## src/core/ptf_pkg.sv

```systemverilog
// Constants and types for the test, timestamp and fault register bank
package ptf_pkg;
  // Bus widths
  localparam int ADDR_W = 12;
  localparam int DATA_W = 32;
  localparam int REG_W = 16;
  // Register indices; byte address is four times the index
  localparam logic [9:0] IDX_COMPLIANCE_TEST_SELECT = 10'h027;
  localparam logic [9:0] IDX_PINSEL = 10'h03e;
  localparam logic [9:0] IDX_TSCFG = 10'h03f;
  localparam logic [9:0] IDX_FIBER = 10'h040;
  localparam int IDX_LSB = 2;
  localparam int IDX_MSB = 11;
  // Reset values
  localparam logic [15:0] RST_COMPLIANCE_TEST_SELECT = 16'h0000;
  localparam logic [15:0] RST_PINSEL = 16'h0000;
  localparam logic [15:0] RST_TSCFG = 16'hb4ff;
  localparam logic [15:0] RST_FIBER = 16'hc11d;
  // Writable bits; read-only reserved bits of pin select read zero
  localparam logic [15:0] WMASK_COMPLIANCE_TEST_SELECT = 16'hffff;
  localparam logic [15:0] WMASK_PINSEL = 16'h0077;
  localparam logic [15:0] WMASK_TSCFG = 16'hffff;
  localparam logic [15:0] WMASK_FIBER = 16'hffff;
  // Compliance test fields
  localparam int CT_EN_BIT = 4;
  localparam int CT_CFG_MSB = 3;
  localparam int CT_CFG_LSB = 0;
  // Pin select fields
  localparam int PS_TX_MSB = 6;
  localparam int PS_TX_LSB = 4;
  localparam int PS_RX_MSB = 2;
  localparam int PS_RX_LSB = 0;
  // Timestamp configuration fields
  localparam int TC_TXT_MSB = 15;
  localparam int TC_TXT_LSB = 13;
  localparam int TC_RXT_MSB = 12;
  localparam int TC_RXT_LSB = 10;
  localparam int TC_ERR_MSB = 9;
  localparam int TC_ERR_LSB = 8;
  localparam int TC_TMR_MSB = 7;
  localparam int TC_TMR_LSB = 4;
  // Fiber fault bits
  localparam int FF_FORCE_BIT = 13;
  localparam int FF_GEN_DIS_BIT = 6;
  localparam int FF_DET_DIS_BIT = 5;
  // Timestamp indication step size
  localparam int TS_STEP_NS = 8;
  // 10 Mb/s pattern codes
  localparam logic [3:0] PAT_LINK_PULSE = 4'h0;
  localparam logic [3:0] PAT_ONE_PULSE = 4'h1;
  localparam logic [3:0] PAT_ZERO_PULSE = 4'h2;
  localparam logic [3:0] PAT_REP_ONES = 4'h3;
  localparam logic [3:0] PAT_REP_ZEROS = 4'h4;
  localparam logic [3:0] PAT_PREAMBLE = 4'h5;
  localparam logic [3:0] PAT_ONE_IDLE = 4'h6;
  localparam logic [3:0] PAT_ZERO_IDLE = 4'h7;
  localparam logic [3:0] PAT_SEQ_1001 = 4'h8;
  localparam logic [3:0] PAT_RANDOM = 4'h9;
  localparam logic [3:0] PAT_IDLE_00 = 4'ha;
  localparam logic [3:0] PAT_IDLE_01 = 4'hb;
  localparam logic [3:0] PAT_IDLE_11 = 4'hc;
  // 100 Mb/s code range, zeros after each one
  localparam logic [4:0] CODE100_MIN = 5'h01;
  localparam logic [4:0] CODE100_MAX = 5'h07;
  // Start-of-frame pin select codes
  localparam logic [2:0] SFD_LED0 = 3'h3;
  localparam logic [2:0] SFD_CRS = 3'h4;
  localparam logic [2:0] SFD_COL = 3'h5;
  localparam logic [2:0] SFD_INTPD = 3'h6;
  localparam logic [2:0] SFD_NONE = 3'h7;
  localparam int NUM_PINS = 4;
  localparam int PIN_LED0 = 0;
  localparam int PIN_CRS = 1;
  localparam int PIN_COL = 2;
  localparam int PIN_INTPD = 3;
  localparam logic [3:0][2:0] SFD_PIN_CODE = {SFD_INTPD, SFD_COL, SFD_CRS,
                                              SFD_LED0};
  // Transmit-error input select codes
  localparam logic [1:0] TXE_NONE = 2'h0;
  localparam logic [1:0] TXE_INTPD = 2'h2;
  localparam logic [1:0] TXE_COL = 2'h3;
  // AXI responses
  localparam logic [1:0] RESP_OKAY = 2'h0;
  localparam logic [1:0] RESP_SLVERR = 2'h2;
  // Write channel states
  typedef enum logic [0:0] {
    WR_COLLECT = 1'b0,
    WR_RESP = 1'b1
  } ptf_wr_state_t;
endpackage

```

## src/core/ptf_regs.sv

```systemverilog
// Test pattern, timestamp routing and fiber fault register bank
//
// Function
// - Enable bits start 10 and 100 test modes
// - Field codes 0000-0100 pick basic 10 patterns
// - Code 0101 sends alternating preamble pattern
// - Codes 0110-0111 single bit, 1010-1100 idles
// - 1000 sends 1001 sequence, 1001 random
// - Five-bit code gives zeros after each one
// - Transmit frame pulse routed by bits 6:4
// - Receive frame pulse routed by bits 2:0
// - Transmit timestamp timing field, 8 ns steps
// - Receive timestamp timing field, 8 ns steps
// - Bits 9:8 choose transmit error input pin
// - Bits 7:4 hold descrambler unlock timer
// - Bit 13 forces 100 Mb/s link up
// - Bit 6 stops far-end-fault generation
// - Bit 5 ignores received far-end-fault
//
// Added by the designer: the AXI4-Lite slave port.
`timescale 1ns/1ps
module ptf_regs (
  // Clock and reset
  input wire logic I_CLK,
  input wire logic I_RESETN,
  // AXI4-Lite write address and data
  input wire logic I_AXI_AWVALID,
  output logic O_AXI_AWREADY,
  input wire logic [ptf_pkg::ADDR_W-1:0] I_AXI_AWADDR,
  input wire logic I_AXI_WVALID,
  output logic O_AXI_WREADY,
  input wire logic [ptf_pkg::DATA_W-1:0] I_AXI_WDATA,
  input wire logic [3:0] I_AXI_WSTRB,
  // AXI4-Lite write response
  output logic O_AXI_BVALID,
  input wire logic I_AXI_BREADY,
  output logic [1:0] O_AXI_BRESP,
  // AXI4-Lite read
  input wire logic I_AXI_ARVALID,
  output logic O_AXI_ARREADY,
  input wire logic [ptf_pkg::ADDR_W-1:0] I_AXI_ARADDR,
  output logic O_AXI_RVALID,
  input wire logic I_AXI_RREADY,
  output logic [ptf_pkg::DATA_W-1:0] O_AXI_RDATA,
  output logic [1:0] O_AXI_RRESP,
  // Extended test register inputs
  input wire logic I_EXT_TEST100_EN,
  input wire logic I_EXT_CODE_BIT5,
  // Test pattern controls
  output logic O_TEST10_EN,
  output logic O_TEST10_VALID,
  output logic [3:0] O_TEST10_PATTERN,
  output logic O_TEST100_ACTIVE,
  output logic O_TEST100_LOAD,
  output logic [2:0] O_TEST100_ZEROS,
  // Start-of-frame pulses and pin drive
  input wire logic I_TX_SFD,
  input wire logic I_RX_SFD,
  output logic [ptf_pkg::NUM_PINS-1:0] O_SFD_PIN,
  output logic [ptf_pkg::NUM_PINS-1:0] O_SFD_PIN_EN,
  // Timestamp and link timer settings
  output logic [2:0] O_TX_TS_STEPS,
  output logic [2:0] O_RX_TS_STEPS,
  output logic [3:0] O_UNLOCK_TIMER,
  // Transmit error inputs
  input wire logic I_INTPD_PIN,
  input wire logic I_COL_PIN,
  output logic O_TX_ERR,
  // Far-end fault and forced link
  input wire logic I_FEF_GEN_REQ,
  input wire logic I_FEF_RX,
  output logic O_FEF_GEN,
  output logic O_FEF_DETECTED,
  output logic O_FORCE_100_LINK
);
  import ptf_pkg::*;

  typedef struct packed {
    ptf_wr_state_t wr_state;
    logic aw_got;
    logic w_got;
    logic [ADDR_W-1:0] awaddr;
    logic [REG_W-1:0] wdata;
    logic [1:0] wstrb;
    logic [1:0] bresp;
    logic rvalid;
    logic [REG_W-1:0] rdata;
    logic [1:0] rresp;
    logic [REG_W-1:0] compliance_test_select;
    logic [REG_W-1:0] pinsel;
    logic [REG_W-1:0] tscfg;
    logic [REG_W-1:0] fiber;
    logic en100_d;
    logic [4:0] code100;
    logic load100;
    logic tx_err;
    logic fef_gen;
    logic fef_det;
  } ptf_state_t;

  ptf_state_t st_ff;
  ptf_state_t nxt_st;
  logic aw_hs;
  logic w_hs;
  logic wr_commit;
  logic [ADDR_W-1:0] wr_addr;
  logic [REG_W-1:0] wr_data;
  logic [1:0] wr_strb;
  logic [16:0] rd_word;
  logic code_ok;

  // Byte-lane merge of a write into one register
  function automatic logic [REG_W-1:0] merge(
    input logic [REG_W-1:0] old,
    input logic [REG_W-1:0] data,
    input logic [1:0] strb,
    input logic [REG_W-1:0] wmask
  );
    logic [REG_W-1:0] bm;
    bm = {{8{strb[1]}}, {8{strb[0]}}} & wmask;
    return (old & ~bm) | (data & bm);
  endfunction

  // Read decode, top bit flags a mapped address
  function automatic logic [16:0] rd_decode(
    input logic [ADDR_W-1:0] addr,
    input ptf_state_t s
  );
    logic [9:0] idx;
    idx = addr[IDX_MSB:IDX_LSB];
    case (idx)
      IDX_COMPLIANCE_TEST_SELECT: rd_decode = {1'b1, s.compliance_test_select};
      IDX_PINSEL: rd_decode = {1'b1, s.pinsel & WMASK_PINSEL};
      IDX_TSCFG: rd_decode = {1'b1, s.tscfg};
      IDX_FIBER: rd_decode = {1'b1, s.fiber};
      default: rd_decode = {1'b0, 16'h0000};
    endcase
  endfunction

  // Handshakes; address and data accepted in either order
  assign O_AXI_AWREADY = (st_ff.wr_state == WR_COLLECT) && !st_ff.aw_got;
  assign O_AXI_WREADY = (st_ff.wr_state == WR_COLLECT) && !st_ff.w_got;
  assign O_AXI_ARREADY = !st_ff.rvalid;
  assign aw_hs = I_AXI_AWVALID && O_AXI_AWREADY;
  assign w_hs = I_AXI_WVALID && O_AXI_WREADY;
  assign wr_commit = (st_ff.wr_state == WR_COLLECT) &&
                     (st_ff.aw_got || aw_hs) && (st_ff.w_got || w_hs);
  assign wr_addr = st_ff.aw_got ? st_ff.awaddr : I_AXI_AWADDR;
  assign wr_data = st_ff.w_got ? st_ff.wdata : I_AXI_WDATA[REG_W-1:0];
  assign wr_strb = st_ff.w_got ? st_ff.wstrb : I_AXI_WSTRB[1:0];
  assign rd_word = rd_decode(I_AXI_ARADDR, st_ff);
  // Valid 100 Mb/s codes are one to seven zeros
  assign code_ok = (st_ff.code100 >= CODE100_MIN) &&
                   (st_ff.code100 <= CODE100_MAX);

  // Next state
  always_comb begin
    nxt_st = st_ff;
    nxt_st.load100 = 1'b0;
    // Write channel
    case (st_ff.wr_state)
      WR_COLLECT: begin
        if (aw_hs) begin
          nxt_st.aw_got = 1'b1;
          nxt_st.awaddr = I_AXI_AWADDR;
        end
        if (w_hs) begin
          nxt_st.w_got = 1'b1;
          nxt_st.wdata = I_AXI_WDATA[REG_W-1:0];
          nxt_st.wstrb = I_AXI_WSTRB[1:0];
        end
        if (wr_commit) begin
          nxt_st.wr_state = WR_RESP;
          nxt_st.aw_got = 1'b0;
          nxt_st.w_got = 1'b0;
          nxt_st.bresp = RESP_OKAY;
          case (wr_addr[IDX_MSB:IDX_LSB])
            IDX_COMPLIANCE_TEST_SELECT: begin
              nxt_st.compliance_test_select = merge(st_ff.compliance_test_select, wr_data, wr_strb,
                                   WMASK_COMPLIANCE_TEST_SELECT);
            end
            IDX_PINSEL: begin
              nxt_st.pinsel = merge(st_ff.pinsel, wr_data, wr_strb,
                                    WMASK_PINSEL);
            end
            IDX_TSCFG: begin
              nxt_st.tscfg = merge(st_ff.tscfg, wr_data, wr_strb,
                                   WMASK_TSCFG);
            end
            IDX_FIBER: begin
              nxt_st.fiber = merge(st_ff.fiber, wr_data, wr_strb,
                                   WMASK_FIBER);
            end
            default: begin
              nxt_st.bresp = RESP_SLVERR;
            end
          endcase
        end
      end
      WR_RESP: begin
        if (I_AXI_BREADY) begin
          nxt_st.wr_state = WR_COLLECT;
        end
      end
      default: begin
        nxt_st.wr_state = WR_COLLECT;
      end
    endcase
    // Read channel, one outstanding read
    if (st_ff.rvalid) begin
      if (I_AXI_RREADY) begin
        nxt_st.rvalid = 1'b0;
      end
    end else if (I_AXI_ARVALID) begin
      nxt_st.rvalid = 1'b1;
      nxt_st.rdata = rd_word[REG_W-1:0];
      nxt_st.rresp = rd_word[16] ? RESP_OKAY : RESP_SLVERR;
    end
    // Pattern code captured only on a fresh 100 Mb/s enable
    nxt_st.en100_d = I_EXT_TEST100_EN;
    if (I_EXT_TEST100_EN && !st_ff.en100_d) begin
      nxt_st.code100 = {I_EXT_CODE_BIT5,
                        st_ff.compliance_test_select[CT_CFG_MSB:CT_CFG_LSB]};
      nxt_st.load100 = 1'b1;
    end
    // Transmit error source select
    case (st_ff.tscfg[TC_ERR_MSB:TC_ERR_LSB])
      TXE_INTPD: nxt_st.tx_err = I_INTPD_PIN;
      TXE_COL: nxt_st.tx_err = I_COL_PIN;
      default: nxt_st.tx_err = 1'b0;
    endcase
    // Far-end fault gating
    nxt_st.fef_gen = I_FEF_GEN_REQ && !st_ff.fiber[FF_GEN_DIS_BIT];
    nxt_st.fef_det = I_FEF_RX && !st_ff.fiber[FF_DET_DIS_BIT];
  end

  // State register
  always_ff @(posedge I_CLK or negedge I_RESETN) begin
    if (!I_RESETN) begin
      st_ff <= '0;
      st_ff.compliance_test_select <= RST_COMPLIANCE_TEST_SELECT;
      st_ff.pinsel <= RST_PINSEL;
      st_ff.tscfg <= RST_TSCFG;
      st_ff.fiber <= RST_FIBER;
    end else begin
      st_ff <= nxt_st;
    end
  end

  // Pin routing of frame pulses
  ptf_sfd_route u_route (
    .i_clk(I_CLK),
    .i_resetn(I_RESETN),
    .i_sel_tx(st_ff.pinsel[PS_TX_MSB:PS_TX_LSB]),
    .i_sel_rx(st_ff.pinsel[PS_RX_MSB:PS_RX_LSB]),
    .i_tx_sfd(I_TX_SFD),
    .i_rx_sfd(I_RX_SFD),
    .o_pin(O_SFD_PIN),
    .o_pin_en(O_SFD_PIN_EN)
  );

  // Bus outputs
  assign O_AXI_BVALID = (st_ff.wr_state == WR_RESP);
  assign O_AXI_BRESP = st_ff.bresp;
  assign O_AXI_RVALID = st_ff.rvalid;
  assign O_AXI_RDATA = {{(DATA_W-REG_W){1'b0}}, st_ff.rdata};
  assign O_AXI_RRESP = st_ff.rresp;

  // 10 Mb/s pattern: link pulse, pulses, preamble, 1001, random, idles
  assign O_TEST10_EN = st_ff.compliance_test_select[CT_EN_BIT];
  assign O_TEST10_PATTERN = st_ff.compliance_test_select[CT_CFG_MSB:CT_CFG_LSB];
  assign O_TEST10_VALID = O_TEST10_EN &&
                          (O_TEST10_PATTERN <= PAT_IDLE_11);
  // 100 Mb/s pattern: zero count from the loaded code
  assign O_TEST100_ACTIVE = I_EXT_TEST100_EN && code_ok;
  assign O_TEST100_ZEROS = O_TEST100_ACTIVE ? st_ff.code100[2:0] :
                           3'h0;
  assign O_TEST100_LOAD = st_ff.load100;
  // Settings passed to the timing and link logic
  assign O_TX_TS_STEPS = st_ff.tscfg[TC_TXT_MSB:TC_TXT_LSB];
  assign O_RX_TS_STEPS = st_ff.tscfg[TC_RXT_MSB:TC_RXT_LSB];
  assign O_UNLOCK_TIMER = st_ff.tscfg[TC_TMR_MSB:TC_TMR_LSB];
  assign O_TX_ERR = st_ff.tx_err;
  assign O_FEF_GEN = st_ff.fef_gen;
  assign O_FEF_DETECTED = st_ff.fef_det;
  assign O_FORCE_100_LINK = st_ff.fiber[FF_FORCE_BIT];
endmodule

```

## src/core/ptf_sfd_route.sv

```systemverilog
// Routes transmit and receive start-of-frame pulses onto output pins
`timescale 1ns/1ps
module ptf_sfd_route (
  // Clock and reset
  input wire logic i_clk,
  input wire logic i_resetn,
  // Pin selects
  input wire logic [2:0] i_sel_tx,
  input wire logic [2:0] i_sel_rx,
  // Start-of-frame pulses
  input wire logic i_tx_sfd,
  input wire logic i_rx_sfd,
  // Pin drive
  output logic [ptf_pkg::NUM_PINS-1:0] o_pin,
  output logic [ptf_pkg::NUM_PINS-1:0] o_pin_en
);
  import ptf_pkg::*;

  typedef struct packed {
    logic [NUM_PINS-1:0] pin;
    logic [NUM_PINS-1:0] pin_en;
  } ptf_route_t;

  ptf_route_t st_ff;
  ptf_route_t nxt_st;
  logic [NUM_PINS-1:0] hit_tx;
  logic [NUM_PINS-1:0] hit_rx;

  // Per-pin select match, both paths may share a pin
  for (genvar k = 0; k < NUM_PINS; k++) begin : g_pin
    assign hit_tx[k] = (i_sel_tx == SFD_PIN_CODE[k]);
    assign hit_rx[k] = (i_sel_rx == SFD_PIN_CODE[k]);
  end

  // Next pin drive
  always_comb begin
    nxt_st = st_ff;
    nxt_st.pin_en = hit_tx | hit_rx;
    nxt_st.pin = (hit_tx & {NUM_PINS{i_tx_sfd}}) |
                 (hit_rx & {NUM_PINS{i_rx_sfd}});
  end

  // State register
  always_ff @(posedge i_clk or negedge i_resetn) begin
    if (!i_resetn) begin
      st_ff <= '0;
    end else begin
      st_ff <= nxt_st;
    end
  end

  assign o_pin = st_ff.pin;
  assign o_pin_en = st_ff.pin_en;
endmodule

```

## config.mk

```make
export PLATFORM = sky130hd
export DESIGN_NAME = ptf_regs
export DESIGN_NICKNAME = d
export VERILOG_FILES = /design/src/core/ptf_pkg.sv /design/src/core/ptf_regs.sv /design/src/core/ptf_sfd_route.sv
export SDC_FILE = /design/constraint.sdc
export NUM_CORES = 1
export LEC_CHECK = 0
export BUFFER_PORTS_ARGS = -buffer_cell sky130_fd_sc_hd__clkbuf_2
export CAP_MARGIN = 20
export CORE_MARGIN = 1.5
export CORE_UTILIZATION = 57
export CTS_CLUSTER_SIZE = 28
export DETAILED_ROUTE_END_ITERATION = 8
export PLACE_DENSITY = 0.89
export SLEW_MARGIN = 10
export SYNTH_ARGS = -nofsm -noshare
export SYNTH_HDL_FRONTEND = slang
export SYNTH_HIERARCHICAL = 1
export SYNTH_SLANG_ARGS = --single-unit
```

## constraint.sdc

```tcl
create_clock -name I_CLK -period 6.15 [get_ports I_CLK]
set_clock_uncertainty 0.2 [all_clocks]
set_input_delay 1.845 -clock I_CLK [delete_from_list [all_inputs] [get_ports I_CLK]]
set_output_delay 1.845 -clock I_CLK [all_outputs]
set_load 0.02 [all_outputs]
```

==> qor.yml <==
outcome: "completed"
coreArea_sq_um: 10230
clk_pin_slew_ns: 0.06
vias: 3925
numCtsBuffers: 17
grt_pass1_wl_microns: 20340
drt_iter0_markers: 163
multiInputGateArea_sq_um: 2439
ys_ff_latch: 122
ys_seq_area_frac: 0.5143
post_cts_buffers: 0
grt_pass1_vias: 3986
crit_path_start_kind: "input pin"
track_usage: 0.2375
finalSetupViolCount: 0
yosys.area.top_type: "dfrtp_1"
slowest_stage: "nor3b_1"
cts_tree: "yes"
port_buffers: 108
wl_per_cell_microns: 17.83
period_needed_ns: 4.731
async_flop_share: 1.000
area_delta_synth_final_pct: 14.98
fin_setup_tns_ns: 0
drc: 0
drtAntennaViolNets: 0
path_cells: "clkbuf_2, nor3b_1, o31a_1, clkbuf_2"
initial_core_util: 0.5847
viasPerCell: 5.607
crit_top_cell: "clkbuf_2"
syn_area_sq_um: 5982
drive_above_1_share: 0.4894
synth_warnings: 6
worst_pin_slew_ns: 0.9129
synth-edff-count: 0
drv_cap: 0
required_ns: 4.11
die_h_microns: 105.4
fin_hold_ws_ns: 0.2828
antenna_found_initial: 0
synthTopCellsByArea: "dfrtp_1 43%, mux2_2 14%, dfstp_2 8.3%, mux2_4 7.5%, buf_4 6.3%"
cts_max_path_buffers: 2
ios: 149
power.leakage_nw: 3.187
yosys.cell_types.count: 54
final.fill_count: 750
post_cts_resized: 0
htree_levels: 4
hpwlAfterDp_microns: 8602
die_area_sq_um: 11120
max_freq_mhz: 211.4
ir_worst_vdd_mv: 0.2516
cp.arrival_ns: 2.69
worst_setup_path_end_kind: "primary output"
dieWidth_microns: 105.4
fin_crit_sh: 0.7692
synth_cells: 472
grt_overflow: 0
cts_sinks: 122
wl_microns: 12480
clk_latency_ns: 0.51
cp_max_fo: 4
regArea_sq_um: 3077
grt_max_degree: 86
p_total_mw: 2.434
rsz0062_at_grt: "false"
crit_type: "input pin to primary output"
root_buffer: "clkbuf_8"
finalNetCount: 626
max_stage_delay_ns: 0.38
firstDrtPassIters: 5
n_antenna_cell: 0
relSlewSlack: 0.3914
synth-main-ff-cell: "dfrtp_1"
synth_top_area_frac: 0.4309
hp-class: "flop to flop"
powerDensity_nw_per_um2: 353.9
synth_area_per_cell_sq_um: 12.67
hold_buffers: 0
rows: 37
slew_violations: 0
hold_viol: 0
gp_congestion: 0.8540
==> cell type report <==
cell class / count / area share
repair buffers: 113 / 0.08732
inverters: 6 / 0.003275
flip-flops and latches: 122 / 0.4473
clock inverters: 12 / 0.01801
multi-input cells: 291 / 0.3546
well taps: 136 / 0.02474
clock buffers: 20 / 0.06476
==> Yosys cell counts (all sizes together), types with 2 or more instances <==
library cell and number:
nor3 4, nand3 3, o21bai 2, inv 6, a222oi 5, and2 16
a211oi 2, mux2 102, nand2b 4, o21ai 25, clkbuf 10, nand3b 3
nor4 4, a21oi 2, a221oi 8, a22oi 7, nand2 29, nand4b 6
mux2i 4, a22o 10, o21a 2, o22ai 2, nor4b 2, nor2b 6
nor2 12, or4 2, dfstp 19, buf 60, dfrtp 103
==> final timing paths <==
path,from,to,slack (ns),cells after the start
worst min-delay path,O_AXI_RDATA[13],O_AXI_RDATA[13],0.28,2
worst max-delay path,I_EXT_TEST100_EN,O_TEST100_ACTIVE,1.42,4
min in group asynchronous,I_RESETN,u_route/o_pin[3],1.03,1
max in group asynchronous,I_RESETN,async pin,3.60,3
worst min register to register,O_AXI_RDATA[13],O_AXI_RDATA[13],0.28,2
worst max register to register,st_ff[126],flop,3.30,4
==> per-layer routing <==
metal	track usage	vias up	routed length, microns	part of all wire
met5	0	-	0	0
met4	0.08023	0	167	0.013
met1	0.3112	1954	5233	0.42
met2	0.3800	169	6146	0.49
li1	-	1790	-	-
met3	0.06926	12	936	0.075
==> per-stage QoR <==
| stage | utilization | cell area (sq um) | cells | worst slack (ns) |
|---|---|---|---|---|
| 2_1_floorplan | - | 6046 | 489 | 1.705 |
| 3_3_place_gp | 0.6132 | 6274 | 666 | 1.465 |
| 3_5_place_dp | 0.6139 | 6281 | 667 | 1.411 |
| 4_1_cts | 0.6696 | 6850 | 699 | 1.407 |
| 5_1_grt | 0.6723 | 6878 | 700 | 1.329 |
| 6_report | 0.6723 | 6878 | 700 | 1.419 |
==> cell usage in the layout, fill, tap and decap left out, types with 6 or more instances in the layout <==
| cell | count |
|---|---|
| a22oi_1 | 7 |
| and2_1 | 15 |
| nand4b_1 | 6 |
| a22o_1 | 10 |
| mux2_4 | 30 |
| dfrtp_1 | 103 |
| mux2_2 | 72 |
| clkbuf_16 | 16 |
| clkbuf_2 | 107 |
| nand2_1 | 26 |
| o21ai_0 | 20 |
| dfstp_2 | 19 |
| inv_1 | 6 |
| conb_1 | 18 |
| nor2b_1 | 6 |
| a221oi_1 | 7 |
| nor2_1 | 12 |
==> power by group <==
| part | switching [mW] | internal [mW] | total (mW) |
|---|---|---|---|
| clock network | 0.343 | 0.593 | 0.937 |
| logic | 0.222 | 0.230 | 0.452 |
| registers | 0.117 | 0.929 | 1.05 |
==> critical path, delay by kind of cell <==
kind | cells | cell delay, ns
buffers and inverters | 2 | 0.25
and+or+nand+nor | 1 | 0.38
AOI/OAI and AO/OA | 1 | 0.21
==> kinds of logic after synthesis <==
group,Yosys count,share of synthesized area
flip-flops,122,0.5143
multiplexers,106,0.2175
AND/OR/NAND/NOR,97,0.09350
buffers and inverters,76,0.08868
AO/OA/AOI/OAI,70,0.08534
other,1,0.0006269
(Power assumes the default switching activity.)
